==> src/verilog/tchk_pkg.sv <==
package tchk_pkg;

  // bus and data widths
  localparam int DATA_W = 8;
  localparam int ADDR_W = 8;
  localparam int CHAN_W = 5;

  // register addresses on the control interface
  localparam logic [ADDR_W-1:0] ADDR_STATUS     = 8'h3a;
  localparam logic [ADDR_W-1:0] ADDR_TEMP_CTRL  = 8'h3e;
  localparam logic [ADDR_W-1:0] ADDR_INT_TEMP   = 8'h3f;
  localparam logic [ADDR_W-1:0] ADDR_EXT_TEMP   = 8'h40;
  localparam logic [ADDR_W-1:0] ADDR_LED_CTRL   = 8'h41;
  localparam logic [ADDR_W-1:0] ADDR_LED_RESULT = 8'h42;

  // reset values
  localparam logic [DATA_W-1:0] INT_TEMP_RST   = 8'h19;
  localparam logic [DATA_W-1:0] EXT_TEMP_RST   = 8'h00;
  localparam logic [DATA_W-1:0] LED_RESULT_RST = 8'h00;
  localparam logic [DATA_W-1:0] READ_ZERO      = 8'h00;

  // compensation range limits, two's complement whole degrees
  localparam logic signed [DATA_W-1:0] TEMP_MAX = 8'sh59;
  localparam logic signed [DATA_W-1:0] TEMP_MIN = 8'shda;

  // field positions
  localparam int LED_GO_BIT     = 7;
  localparam int LED_IRQ_EN_BIT = 6;
  localparam int CHAN_MSB       = 4;
  localparam int CHAN_LSB       = 0;
  localparam int COMP_SEL_BIT   = 0;
  localparam int STATUS_LED_BIT = 0;

  // timing
  localparam int CLK_PERIOD_NS    = 40;
  localparam int LED_CONV_TIME_NS = 2_700_000;
  localparam int LED_CONV_CYCLES  = LED_CONV_TIME_NS / CLK_PERIOD_NS;

endpackage
==> src/verilog/tchk_if.sv <==
`timescale 1ns/10ps
// register access and interrupt line between host and device
interface tchk_if;
  logic                           wr_en;
  logic                           rd_en;
  logic [tchk_pkg::ADDR_W-1:0]    addr;
  logic [tchk_pkg::DATA_W-1:0]    wdata;
  logic [tchk_pkg::DATA_W-1:0]    rdata;
  logic                           rvalid;
  logic                           int_n_out;
  logic                           int_n_oe;
  logic                           int_n_line;

  // open-drain line: pulled high unless the device drives it
  assign int_n_line = int_n_oe ? int_n_out : 1'b1;

  modport device (
    input  wr_en,
    input  rd_en,
    input  addr,
    input  wdata,
    output rdata,
    output rvalid,
    output int_n_out,
    output int_n_oe,
    input  int_n_line
  );

  modport host (
    output wr_en,
    output rd_en,
    output addr,
    output wdata,
    input  rdata,
    input  rvalid,
    input  int_n_line
  );
endinterface

==> src/verilog/tchk_device.sv <==
`timescale 1ns/10ps
// Summary of operation
// internal result read-only, resets to 25 degrees
// temperatures are 8-bit two's complement degrees
// written temperature clamped to -38..89 degrees
// external temperature register, read/write, resets zero
// writing convert bit one starts one conversion
// each led check conversion lasts 2.7 ms
// irq enable gates completion onto interrupt pin
// reading status register 0x3A clears pending interrupt
// source select picks internal or external temperature
// channel field bits 4:0 selects measured input
// conversion result held in read-only register 0x42
// internal result updated only on finished measurement
module tchk_device
#(
  parameter int CONV_CYCLES = tchk_pkg::LED_CONV_CYCLES
)
(
  input  wire logic                          clk,
  input  wire logic                          reset,
  tchk_if.device                             bus,
  input  wire logic                          temp_done,
  input  wire logic [tchk_pkg::DATA_W-1:0]   temp_value,
  input  wire logic [tchk_pkg::DATA_W-1:0]   adc_sample,
  output logic                               conv_start,
  output logic                               conv_busy,
  output logic                               conv_done,
  output logic      [tchk_pkg::CHAN_W-1:0]   led_check_channel,
  output logic                               comp_source_select,
  output logic      [tchk_pkg::DATA_W-1:0]   comp_temp
);

  localparam int CNT_W = $clog2(CONV_CYCLES + 1);
  localparam logic [CNT_W-1:0] CNT_LOAD = CNT_W'(CONV_CYCLES - 1);
  localparam logic [CNT_W-1:0] CNT_ZERO = '0;

  typedef struct packed {
    logic [tchk_pkg::DATA_W-1:0]   int_temp;
    logic [tchk_pkg::DATA_W-1:0]   ext_temp;
    logic                          comp_sel;
    logic                          go;
    logic                          irq_en;
    logic [tchk_pkg::CHAN_W-1:0]   chan;
    logic [tchk_pkg::DATA_W-1:0]   led_result;
    logic [CNT_W-1:0]              count;
    logic                          pending;
    logic [tchk_pkg::DATA_W-1:0]   rdata;
    logic                          rvalid;
    logic                          int_oe;
    logic                          start;
    logic                          done;
    logic [tchk_pkg::DATA_W-1:0]   comp;
  } tchk_dev_t;

  tchk_dev_t s;
  tchk_dev_t next_s;

  // saturate a written reading to the compensation range
  function automatic logic [tchk_pkg::DATA_W-1:0] clamp_temp
  (
    input logic [tchk_pkg::DATA_W-1:0] v
  );
    logic signed [tchk_pkg::DATA_W-1:0] sv;
    sv = signed'(v);
    if (sv > tchk_pkg::TEMP_MAX)
      clamp_temp = tchk_pkg::TEMP_MAX;
    else if (sv < tchk_pkg::TEMP_MIN)
      clamp_temp = tchk_pkg::TEMP_MIN;
    else
      clamp_temp = v;
  endfunction

  // register read mux; unmapped addresses read zero
  function automatic logic [tchk_pkg::DATA_W-1:0] read_mux
  (
    input tchk_dev_t                   st,
    input logic [tchk_pkg::ADDR_W-1:0] a
  );
    logic [tchk_pkg::DATA_W-1:0] d;
    d = tchk_pkg::READ_ZERO;
    case (a)
      tchk_pkg::ADDR_STATUS:
        d[tchk_pkg::STATUS_LED_BIT] = st.pending;
      tchk_pkg::ADDR_TEMP_CTRL:
        d[tchk_pkg::COMP_SEL_BIT] = st.comp_sel;
      tchk_pkg::ADDR_INT_TEMP:
        d = st.int_temp;
      tchk_pkg::ADDR_EXT_TEMP:
        d = st.ext_temp;
      tchk_pkg::ADDR_LED_CTRL:
      begin
        d[tchk_pkg::LED_GO_BIT]                  = st.go;
        d[tchk_pkg::LED_IRQ_EN_BIT]              = st.irq_en;
        d[tchk_pkg::CHAN_MSB:tchk_pkg::CHAN_LSB] = st.chan;
      end
      tchk_pkg::ADDR_LED_RESULT:
        d = st.led_result;
      default:
        d = tchk_pkg::READ_ZERO;
    endcase
    read_mux = d;
  endfunction

  logic wr_ctrl;
  logic wr_ext;
  logic wr_led;
  logic rd_status;
  logic finish;

  // address decode and end of conversion
  assign wr_ctrl   = bus.wr_en && (bus.addr == tchk_pkg::ADDR_TEMP_CTRL);
  assign wr_ext    = bus.wr_en && (bus.addr == tchk_pkg::ADDR_EXT_TEMP);
  assign wr_led    = bus.wr_en && (bus.addr == tchk_pkg::ADDR_LED_CTRL);
  assign rd_status = bus.rd_en && (bus.addr == tchk_pkg::ADDR_STATUS);
  assign finish    = s.go && (s.count == CNT_ZERO);

  // next-state logic for all registers and the conversion timer
  always_comb
  begin
    next_s        = s;
    next_s.start  = 1'b0;
    next_s.done   = 1'b0;
    next_s.rvalid = 1'b0;

    // internal result only moves on a finished measurement; the bus
    // has no write path to it, so host writes are dropped
    if (temp_done)
      next_s.int_temp = temp_value;

    // external reading, clamped on the way in
    if (wr_ext)
      next_s.ext_temp = clamp_temp(bus.wdata);

    if (wr_ctrl)
      next_s.comp_sel = bus.wdata[tchk_pkg::COMP_SEL_BIT];

    // control fields; go cannot be cleared by software mid-conversion,
    // which keeps the analogue side from seeing a cut-short cycle
    if (wr_led)
    begin
      next_s.irq_en = bus.wdata[tchk_pkg::LED_IRQ_EN_BIT];
      next_s.chan   = bus.wdata[tchk_pkg::CHAN_MSB:tchk_pkg::CHAN_LSB];
      // one write of one, one conversion; ignored while busy
      if (bus.wdata[tchk_pkg::LED_GO_BIT] && !s.go)
      begin
        next_s.go    = 1'b1;
        next_s.start = 1'b1;
        next_s.count = CNT_LOAD;
      end
    end

    // conversion timer counts down the fixed conversion time
    if (s.go && !finish)
      next_s.count = s.count - CNT_W'(1);

    // result capture and completion; go self-clears so that every
    // further conversion needs a new write of one
    if (finish)
    begin
      next_s.go         = 1'b0;
      next_s.done       = 1'b1;
      next_s.led_result = adc_sample;
    end

    // status read clears the pending flag, a same-cycle completion
    // wins over the clear so no event is lost
    if (rd_status)
      next_s.pending = 1'b0;
    if (finish && s.irq_en)
      next_s.pending = 1'b1;

    // read data one cycle after the strobe
    if (bus.rd_en)
    begin
      next_s.rdata  = read_mux(s, bus.addr);
      next_s.rvalid = 1'b1;
    end

    // pin driven low only while pending and still enabled
    next_s.int_oe = next_s.pending && next_s.irq_en;

    // compensation source routing
    next_s.comp = next_s.comp_sel ? next_s.ext_temp : next_s.int_temp;
  end

  // state register; reset values come from the package
  always_ff @(posedge clk)
  begin
    if (reset)
    begin
      s            <= '0;
      s.int_temp   <= tchk_pkg::INT_TEMP_RST;
      s.ext_temp   <= tchk_pkg::EXT_TEMP_RST;
      s.led_result <= tchk_pkg::LED_RESULT_RST;
      s.comp       <= tchk_pkg::INT_TEMP_RST;
    end
    else
      s <= next_s;
  end

  // outputs straight from the state register; int_n_out tied low
  assign bus.rdata          = s.rdata;
  assign bus.rvalid         = s.rvalid;
  assign bus.int_n_out      = 1'b0;
  assign bus.int_n_oe       = s.int_oe;
  assign conv_start         = s.start;
  assign conv_busy          = s.go;
  assign conv_done          = s.done;
  assign led_check_channel  = s.chan;
  assign comp_source_select = s.comp_sel;
  assign comp_temp          = s.comp;

endmodule

==> src/flat_wrapper.sv <==
// flat-port wrapper written by rule: the top's interface ports become plain ports
module tchk_device_flat 
#(
  parameter int CONV_CYCLES = tchk_pkg::LED_CONV_CYCLES
)
  (clk, reset, temp_done, temp_value, adc_sample, conv_start, conv_busy, conv_done, led_check_channel, comp_source_select, comp_temp, bus_wr_en, bus_rd_en, bus_addr, bus_wdata, bus_rdata, bus_rvalid, bus_int_n_out, bus_int_n_oe);
  tchk_if bus_i ();
  input  wire logic clk;
  input  wire logic reset;
  input  wire logic temp_done;
  input  wire logic [tchk_pkg::DATA_W-1:0] temp_value;
  input  wire logic [tchk_pkg::DATA_W-1:0] adc_sample;
  output logic conv_start;
  output logic conv_busy;
  output logic conv_done;
  output logic      [tchk_pkg::CHAN_W-1:0] led_check_channel;
  output logic comp_source_select;
  output logic      [tchk_pkg::DATA_W-1:0] comp_temp;
  input wire logic [$bits(bus_i.wr_en)-1:0] bus_wr_en;
  input wire logic [$bits(bus_i.rd_en)-1:0] bus_rd_en;
  input wire logic [$bits(bus_i.addr)-1:0] bus_addr;
  input wire logic [$bits(bus_i.wdata)-1:0] bus_wdata;
  output wire logic [$bits(bus_i.rdata)-1:0] bus_rdata;
  output wire logic [$bits(bus_i.rvalid)-1:0] bus_rvalid;
  output wire logic [$bits(bus_i.int_n_out)-1:0] bus_int_n_out;
  output wire logic [$bits(bus_i.int_n_oe)-1:0] bus_int_n_oe;
  assign bus_i.wr_en = bus_wr_en;
  assign bus_i.rd_en = bus_rd_en;
  assign bus_i.addr = bus_addr;
  assign bus_i.wdata = bus_wdata;
  assign bus_rdata = bus_i.rdata;
  assign bus_rvalid = bus_i.rvalid;
  assign bus_int_n_out = bus_i.int_n_out;
  assign bus_int_n_oe = bus_i.int_n_oe;
  tchk_device #(.CONV_CYCLES(CONV_CYCLES)) u_core (.clk(clk), .reset(reset), .bus(bus_i), .temp_done(temp_done), .temp_value(temp_value), .adc_sample(adc_sample), .conv_start(conv_start), .conv_busy(conv_busy), .conv_done(conv_done), .led_check_channel(led_check_channel), .comp_source_select(comp_source_select), .comp_temp(comp_temp));
endmodule
==> config.mk <==
export PLATFORM = sky130hd
export DESIGN_NAME = tchk_device_flat
export DESIGN_NICKNAME = d
export VERILOG_FILES = /design/src/verilog/tchk_pkg.sv /design/src/verilog/tchk_if.sv /design/src/verilog/tchk_device.sv /design/src/flat_wrapper.sv
export SDC_FILE = /design/constraint.sdc
export NUM_CORES = 1
export LEC_CHECK = 0
export BUFFER_PORTS_ARGS = -buffer_cell sky130_fd_sc_hd__buf_2
export CAP_MARGIN = 20
export CORE_ASPECT_RATIO = 1.5
export CORE_MARGIN = 2
export CORE_UTILIZATION = 50
export CTS_CLUSTER_DIAMETER = 80
export DETAILED_ROUTE_END_ITERATION = 7
export HOLD_SLACK_MARGIN = 0.15
export PLACE_DENSITY = 0.76
export SLEW_MARGIN = 20
export SYNTH_ARGS = -nofsm -noshare
export SYNTH_HDL_FRONTEND = slang
export SYNTH_SLANG_ARGS = --single-unit
==> constraint.sdc <==
create_clock -name clk -period 1.7 [get_ports clk]
set_clock_uncertainty 0.05 [all_clocks]
set_input_delay 0 -clock clk [delete_from_list [all_inputs] [get_ports clk]]
set_output_delay 0 -clock clk [all_outputs]
set_load 0.1 [all_outputs]
==> impl_metrics.yaml, run 1 <==
grt:
  grt_pass1_wl_um: 15400
  grt_pass1_vias: 3350
  grt_start_max_net_pins: 34
  track_usage_pct: 26.5
  antenna_found_initial: 0
  grt-ovfl-total: 0
clock_tree:
  root_buffer: "clkbuf_8"
  cts_tree: "yes"
  cts_buffers: 9
  clock_path_buffers: 2
  cts-htree-levels: 3
  cts.sinks: 70
  clock_latency_ns: 0.36
  clk_pin_slew_worst_paths_ns: 0.08
floorplanning:
  rows: 37
  boundaryPins: 65
  die_w_um: 71.7
  coreArea_mm2: 0.00676
  die_y_um: 106
  die_area_mm2: 0.00756
  initial_core_util_pct: 50.8
timing:
  max_freq_mhz: 571
  worst_pin_slew_ns: 0.644
  fin_ws_ns: -0.0516
  slew_headroom_pct: 57.0
  setup_viol: 7
  maxSlewViolCount: 0
  finalHoldViolations: 0
  fin_crit_sh_pct: 103
  rsz0062_at_grt: "yes"
  min_period_ns: 1.75
  fin_setup_tns_ns: -0.143
  fin_hold_ws_ns: 0.134
cells_and_area:
  syn2layout_area_growth_pct: 42.0
  layout.cells.most_common: "dfxtp_1"
  antennaDiodeCount: 0
  final_util_pct: 72.2
  stdcell_area_mm2: 0.00488
  seq_area_mm2: 0.00141
  fin_nets: 549
  fillers: 441
  final_cell_mix: "65 x dfxtp_1, 62 x buf_2, 47 x buf_4, 42 x nor2_1"
  fin_cells: 592
  drive_gt1_share_pct: 39.5
  multi_input_area_mm2: 0.00195
placement:
  io_buffer_count: 63
  postPlaceCellArea_mm2: 0.00392
  dp_cells: 521
  globalplace.congestion: 0.860
  dp_slack_ns: -0.0570
  dpl.hpwl_um: 6290
logic_synthesis:
  avgSynthCellArea_um2: 8.99
  synth_cell_types: 60
  syn-instance-count: 382
  synth_area_mm2: 0.00343
  syn-num-nets: 422
  ys_ff_latch: 70
  yosysSeqAreaShare_pct: 40.8
  yosysWarningCount: 0
worst_setup_path:
  cpMostUsedCell: "buf_6"
  arrival_ns: 1.98
  critical-path-top-delay-family: "simple AND/OR/NAND/NOR gates"
  slowest_delay_ns: 0.35
  critical_path.max_fanout: 4
  critPathSlowestCell: "dfxtp_1"
  crit_buf_inv: 4
  worstSetupPathType: "reg -> reg"
  required_ns: 1.93
  crit_chain: "inv_1 > ha_2 > buf_4 > nand4_1 > buf_6 > buf_6 > nand3_1 > or3_1 > a21oi_1"
  startpoint_type: "flop"
  cp-end-kind: "flop"
status:
  status: "finished with violations"
  violations: "negative setup slack"
hold_path:
  hold_class: "in -> reg"
power_and_ir_drop:
  internal_power_mw: 2.86
  p_leak_nw: 2.00
  p_per_area_mw_per_mm2: 788
  combPwrFrac_pct: 12.0
  total_power_mw: 3.84
  switching_share_pct: 25.5
  ir_drop_v: 0.000445
  clkPwrFrac_pct: 44.4
  seq_power_share_pct: 43.6
  switchingPower_uw: 980
run:
  cap_violations: 0
drt:
  viasPerCell: 5.79
  firstDrtPassIters: 5
  wl_per_cell_um: 17.9
  drt-total-wl_um: 10600
  drc: 0
  via_count: 3428
  ant_nets: 0
  drt_iter0_drc: 344
synthesized netlist by cell type (all sizes together):
library cell	count	area share, %
nand4	8	1.6
nand2b	1	0.18
or2	5	0.98
mux2i	20	5.8
nor4b	3	1.4
conb	1	0.11
o211ai	3	0.66
a32oi	2	0.51
nor3	15	2.8
xor2	4	1.0
clkbuf	7	0.77
a211o	1	0.29
a31oi	1	0.18
o21ai	14	2.3
inv	7	0.77
o2bb2ai	1	0.26
ha	3	1.1
nand3	10	1.9
and3	4	0.73
o311ai	1	0.26
nor3b	2	0.44
a211oi	9	2.0
xnor2	2	0.51
a21oi	30	4.4
and4	2	0.51
o2111ai	1	0.26
nor2	45	5.0
a2111oi	2	1.2
or3	5	1.1
o22ai	1	0.18
nand2	39	4.3
nor2b	3	0.55
dfxtp	70	41
a21boi	1	0.22
nor4	4	2.2
or4	3	0.76
nand3b	2	0.44
mux2	10	3.3
buf	33	6.6
a21o	1	0.22
o32ai	1	0.26
a221oi	5	1.3
worst reg2reg max path, stage by stage (launching register included):
cell	delay, ns
dfxtp_1	0.35
inv_1	0.07
ha_2	0.17
buf_4	0.14
nand4_1	0.10
buf_6	0.13
buf_6	0.11
nand3_1	0.08
or3_1	0.32
a21oi_1	0.15
layout make-up:
cell class	count	share of cell area [%]
clock buffers	10	2.82
clock inverters	6	2.39
inverters	7	0.539
multi-input cells	266	39.9
flip-flops and latches	70	28.9
well taps	78	2.00
repair buffers	155	23.4
power groups by stage:
stage | logic, mW | registers [mW] | clock network [mW]
2_1_floorplan | 0.242 | 1.72 | 0
3_3_place_gp | 0.345 | 1.71 | 0
3_5_place_dp | 0.347 | 1.71 | 0
4_1_cts | 0.421 | 1.67 | 1.73
5_1_grt | 0.482 | 1.68 | 1.82
6_report | 0.462 | 1.67 | 1.71
repair_timing:
item | 4_1_cts | 5_1_grt
setup buffers | 0 | 15
hold buffers | 39 | 1
gates resized for setup | 6 | 45
pin swaps | 7 | 23
hold endpoints to repair | 62 | 1
cloned | 0 | 2
setup endpoints to repair | 19 | 44
final timing paths:
kind	endpoint	slack, ns	from	cells after the start
min reg2reg	u_core.s[39]$_SDFFE_PP0P_	0.41	u_core.s[39]$_SDFFE_PP0P_	2
min	u_core.conv_busy$_SDFFE_PP0P_	0.13	bus_addr[4]	6
max	u_core.s[33]$_SDFFE_PP0P_	-0.05	u_core.s[22]$_SDFFE_PP0P_	9
max reg2reg	u_core.s[33]$_SDFFE_PP0P_	-0.05	u_core.s[22]$_SDFFE_PP0P_	9
layer usage:
metal | routed length (µm) | vias to the layer above | part of all wire, % | global-route usage (%)
li1 | - | 1601 | - | -
met1 | 3750 | 1650 | 35 | 28.1
met2 | 5820 | 147 | 55 | 47.1
met3 | 517 | 30 | 4.9 | 4.97
met4 | 487 | 0 | 4.6 | 16.2
met5 | 0 | - | 0 | 0
flip-flops by register name, summed over array words and instances (netlist names):
signal,cells
u_core.comp_temp,8
u_core.conv_done,1
u_core.comp_source_select,1
u_core.led_check_channel,5
u_core.conv_start,1
u_core.bus.rvalid,1
u_core.s,43
u_core.bus.rdata,8
u_core.conv_busy,1
u_core.bus.int_n_oe,1
cell families (layout without fill, tap and decap cells):
family | after synthesis | after routing | synth area share (%)
mux | 30 | 30 | 9.11
other cells | 1 | 1 | 0.109
flops | 70 | 70 | 40.8
compound gates | 74 | 74 | 14.4
fa+ha+maj | 3 | 3 | 1.09
xor+xnor | 6 | 6 | 1.53
simple gates | 151 | 152 | 24.8
buf+inv | 47 | 178 | 8.12
(Power assumes the default switching activity.)
==> inputs of run 2 (changes only) <==
--- a/config.mk
+++ b/config.mk
@@ -8,7 +8,6 @@
 export BUFFER_PORTS_ARGS = -buffer_cell sky130_fd_sc_hd__buf_2
 export CAP_MARGIN = 20
 export CORE_ASPECT_RATIO = 1.5
-export CORE_MARGIN = 2
 export CORE_UTILIZATION = 50
 export CTS_CLUSTER_DIAMETER = 80
 export DETAILED_ROUTE_END_ITERATION = 7
==> run 2 against run 1 <==
The flow still finishes with violations (negative setup slack). Cell count fell by 2.2%. Sequential cell count did not move. Die area fell by 4.6%. Combinational power fell by 5.6%. Largest power group is now sequential cells. Power fell by 5.5%. First-iteration DRC count fell by 46%. Critical path type unchanged. Cell area fell by 3.0%. Clock-buffer cell count rose by 2. Non-clock buffer count fell by 9. Via count fell by 4.1%.
==> impl_metrics.yaml, run 2 (synthesis results as in run 1) <==
worst_setup_path:
  startpoint_type: "flop"
  critical_path.max_fanout: 4
  required_ns: 1.88
  cp-end-kind: "flop"
  worstSetupPathType: "reg -> reg"
  arrival_ns: 1.91
  worstReg2RegStart: "u_core.s[24]$_SDFFE_PP0P_"
  worstSetupStartpoint: "u_core.s[24]$_SDFFE_PP0P_"
cells_and_area:
  layout.cells.most_common: "buf_2"
  regMostFlops: "u_core.s"
  final_util_pct: 71.9
  final_cell_mix: "63 x buf_2, 61 x dfxtp_1, 44 x nor2_1, 41 x buf_4, 38 x nand2_1"
  syn2layout_area_growth_pct: 37.7
  fin_nets: 539
  drive_gt1_share_pct: 36.8
  largest_reg_flops: 43
  antennaDiodeCount: 0
timing:
  worst_pin_slew_ns: 0.609
  slew_headroom_pct: 59.4
  finalHoldViolations: 0
  fin_crit_sh_pct: 102
  setup_viol: 4
  max_freq_mhz: 576
  min_period_ns: 1.74
  fin_ws_ns: -0.0352
  rsz0062_at_grt: "yes"
  fin_hold_ws_ns: 0.142
  maxSlewViolCount: 0
drt:
  drt_iter0_drc: 186
  via_count: 3287
  drc: 0
  wl_per_cell_um: 17.0
  viasPerCell: 5.68
  drt-total-wl_um: 9840
  ant_nets: 0
  firstDrtPassIters: 4
power_and_ir_drop:
  total_power_mw: 3.63
  p_leak_nw: 1.94
  p_per_area_mw_per_mm2: 768
  ir_drop_v: 0.000421
floorplanning:
  die_y_um: 104
  coreArea_mm2: 0.00658
  initial_core_util_pct: 52.2
  boundaryPins: 65
  die_w_um: 69.7
  rows: 36
  die_area_mm2: 0.00721
hold_path:
  hold_class: "in -> reg"
  hold_start: "bus_addr[3]"
grt:
  grt_pass1_vias: 3312
  track_usage_pct: 27.1
  grt_start_max_net_pins: 31
  grt-ovfl-total: 0
  grt_pass1_wl_um: 15200
  antenna_found_initial: 0
clock_tree:
  cts.sinks: 70
  cts-htree-levels: 3
  root_buffer: "clkbuf_8"
  cts_tree: "yes"
  clk_pin_slew_worst_paths_ns: 0.06
  clock_latency_ns: 0.35
  cts_buffers: 9
  clock_path_buffers: 2
status:
  status: "finished with violations"
  violations: "negative setup slack"
placement:
  io_buffer_count: 63
  dp_slack_ns: -0.0544
  globalplace.congestion: 0.876
  dpl.hpwl_um: 6170
run:
  cap_violations: 0
-- run 2: metrics by stage --
step           TNS, ns  instance area [µm²]  cells
3_5_place_dp    -0.204                 3900    517
4_1_cts        -0.0512                 4520    571
2_1_floorplan  -0.0199                 3450    382
5_1_grt         -0.578                 4730    579
3_3_place_gp   -0.0488                 3900    517
6_report       -0.0702                 4730    579
-- run 2: worst paths after layout --
kind	slack, ns	end	depth (start not counted)
worst max-delay path	-0.04	u_core.s[24]$_SDFFE_PP0P_	5
worst min-delay path	0.14	u_core.s[55]$_SDFF_PP0_	5
worst max register to register	-0.04	u_core.s[24]$_SDFFE_PP0P_	5
worst min register to register	0.41	u_core.bus.rdata[7]$_SDFFE_PP0P_	2
-- run 2: what timing repair did --
item / CTS / global route
hold endpoints to repair: 54 / 0
hold buffers: 38 / 0
setup buffers: 1 / 8
gates resized for setup: 6 / 34
endpoints found under the setup margin: 18 / 27
pin swaps: 5 / 14
gates cloned: 0 / 1
-- run 2: critical path: stages (launching register included) --
cell and delay, ns:
dfxtp_2 0.33, or3_4 0.43, or2_4 0.30, o211ai_1 0.25
xor2_1 0.18, a21oi_1 0.08
-- run 2: layout make-up --
type	instances	area, µm²
Clock inverter	3	66.3
Timing Repair Buffer	146	1070
Inverter	7	26.3
Multi-Input combinational cell	265	1900
Sequential cell	70	1420
Fill cell	472	1850
Clock buffer	12	155
Tap cell	76	95.1
-- run 2: where the power goes --
group	internal [mW]	total [mW]	switching [mW]	leakage (nW)
Combinational	0.161	0.436	0.275	1.25
Clock	0.900	1.52	0.621	0.113
Sequential	1.66	1.67	0.0109	0.573
Total	2.72	3.63	0.907	1.94
-- run 2: per-layer routing --
layer / share of wire, % / routed length (µm) / track usage (%) / up-vias
li1: - / - / - / 1571
met3: 4.0 / 397 / 6.13 / 41
met2: 54 / 5340 / 49.0 / 104
met4: 4.7 / 464 / 17.3 / 0
met1: 37 / 3630 / 27.6 / 1571
met5: 0 / 0 / 0 / -
==> inputs of run 3 (changes only) <==
--- a/config.mk
+++ b/config.mk
@@ -13,6 +13,7 @@
 export DETAILED_ROUTE_END_ITERATION = 7
 export HOLD_SLACK_MARGIN = 0.15
 export PLACE_DENSITY = 0.76
+export RECOVER_POWER = 100
 export SLEW_MARGIN = 20
 export SYNTH_ARGS = -nofsm -noshare
 export SYNTH_HDL_FRONTEND = slang
==> run 3 against run 2 <==
The flow still finishes with violations (negative setup slack). Sequential cell count is the same. Wire length is 0.28% lower. Critical path depth up 2. Clock power about the same. Worst hold slack got worse by 0.0021 ns. Utilization fell by 0.65 points. Critical endpoint is now u_core.comp_temp[5]$_SDFF_PP0_.
==> impl_metrics.yaml, run 3 (synthesis results as in run 1) <==
status:
  status: "finished with violations"
  violations: "negative setup slack"
timing:
  maxSlewViolCount: 0
  fin_crit_sh_pct: 102
  max_freq_mhz: 576
  setup_viol: 7
  fin_ws_ns: -0.0364
  fin_hold_ws_ns: 0.140
  rsz0062_at_grt: "yes"
  min_period_ns: 1.74
  worst_pin_slew_ns: 0.683
  finalHoldViolations: 0
  fin_setup_tns_ns: -0.140
  slew_headroom_pct: 54.5
drt:
  drt-total-wl_um: 9810
  via_count: 3305
  drt_iter0_drc: 218
  ant_nets: 0
  wl_per_cell_um: 16.9
  drc: 0
  firstDrtPassIters: 4
  viasPerCell: 5.71
grt:
  antenna_found_initial: 0
  grt_pass1_vias: 3312
  grt_pass1_wl_um: 15200
  track_usage_pct: 27.1
  grt_start_max_net_pins: 31
  grt-ovfl-total: 0
placement:
  dpl.hpwl_um: 6170
  dp_cells: 517
  postPlaceCellArea_mm2: 0.00390
  globalplace.congestion: 0.876
  io_buffer_count: 63
hold_path:
  hold_class: "in -> reg"
  whs_path_depth: 5
cells_and_area:
  stdcell_area_mm2: 0.00469
  fin_cells: 579
  regMostFlops: "u_core.s"
  antennaDiodeCount: 0
  final_cell_mix: "61 x dfxtp_1, 44 x nor2_1, 38 x nand2_1, 38 x buf_4, 36 x dlygate4sd3_1"
  syn2layout_area_growth_pct: 36.5
  largest_reg_flops: 43
  drive_gt1_share_pct: 35.4
  fin_nets: 539
  layout.cells.most_common: "dfxtp_1"
worst_setup_path:
  critical-path-top-delay-family: "buffers and inverters"
  crit_buf_inv: 3
  critPathSlowestCell: "clkbuf_1"
  critical_path.max_fanout: 7
  required_ns: 1.89
  cp_num_cells: 7
  worstSetupPathType: "in -> reg"
  slowest_delay_ns: 0.42
  arrival_ns: 1.93
  crit_chain: "dlymetal6s4s_1 > clkbuf_2 > nand3b_1 > nor4_4 > mux2i_1 > clkbuf_1 > mux2_2"
  startpoint_type: "primary input"
  r2r_cells: 5
  cp-end-kind: "flop"
power_and_ir_drop:
  total_power_mw: 3.62
  p_leak_nw: 1.90
  seq_power_share_pct: 46.3
  combPwrFrac_pct: 11.8
  p_per_area_mw_per_mm2: 772
  internal_power_mw: 2.72
  switchingPower_uw: 900
  ir_drop_v: 0.000418
  switching_share_pct: 24.9
  clkPwrFrac_pct: 41.9
floorplanning:
  die_w_um: 69.7
  coreArea_mm2: 0.00658
  rows: 36
  die_area_mm2: 0.00721
  die_y_um: 104
  boundaryPins: 65
  initial_core_util_pct: 52.2
clock_tree:
  cts_tree: "yes"
  cts-htree-levels: 3
  cts_buffers: 9
  clk_pin_slew_worst_paths_ns: 0.07
  clock_latency_ns: 0.35
  root_buffer: "clkbuf_8"
  clock_path_buffers: 2
  cts.sinks: 70
run:
  cap_violations: 0
-- run 3: per-layer routing --
| metal | global-route usage [%] | wire [µm] | part of all wire (%) | vias up |
|---|---|---|---|---|
| li1 | - | - | - | 1578 |
| met1 | 27.6 | 3650 | 37 | 1578 |
| met2 | 49.0 | 5320 | 54 | 111 |
| met3 | 6.13 | 409 | 4.2 | 38 |
| met4 | 17.3 | 429 | 4.4 | 0 |
| met5 | 0 | 0 | 0 | - |
-- run 3: final cells by class --
class | count | area [µm²]
Clock buffer | 12 | 155
Fill cell | 488 | 1890
Multi-Input combinational cell | 265 | 1890
Tap cell | 76 | 95.1
Clock inverter | 3 | 66.3
Inverter | 7 | 26.3
Sequential cell | 70 | 1420
Timing Repair Buffer | 146 | 1040
-- run 3: path summary, 6_finish.rpt --
path	from	to	slack (ns)
max	bus_wr_en	u_core.comp_temp[5]$_SDFF_PP0_	-0.04
min	bus_addr[3]	u_core.s[55]$_SDFF_PP0_	0.14
max reg2reg	u_core.s[24]$_SDFFE_PP0P_	u_core.s[24]$_SDFFE_PP0P_	-0.03
min reg2reg	u_core.s[39]$_SDFFE_PP0P_	u_core.s[39]$_SDFFE_PP0P_	0.41
-- run 3: repair_timing --
| item | in CTS | in global routing |
|---|---|---|
| setup endpoints to repair | 18 | 27 |
| hold buffers | 38 | 0 |
| pin swaps | 5 | 14 |
| setup buffers | 1 | 8 |
| gates cloned | 0 | 1 |
| endpoints found under the hold margin | 54 | 0 |
| gates resized for setup | 6 | 34 |
-- run 3: per-stage QoR --
step / util (%) / setup WS, ns
after floorplan: - / -0.0119
after global placement: 59.3 / -0.0370
final: 71.3 / -0.0364
after global routing: 71.3 / -0.0923
after detailed placement: 59.3 / -0.0544
after CTS: 68.8 / -0.0298
-- run 3: worst min-delay path: stages --
cell and delay, ns:
buf_2 0.13, nor4b_4 0.07, nand3_4 0.14, a21oi_1 0.08
nor2_1 0.08
-- run 3: power groups by stage --
stage | Sequential, mW | Clock (mW) | Combinational [mW]
after global placement | 1.71 | 0 | 0.345
after CTS | 1.67 | 1.54 | 0.415
final | 1.68 | 1.52 | 0.429
after floorplan | 1.72 | 0 | 0.242
after detailed placement | 1.71 | 0 | 0.348
after global routing | 1.68 | 1.61 | 0.450
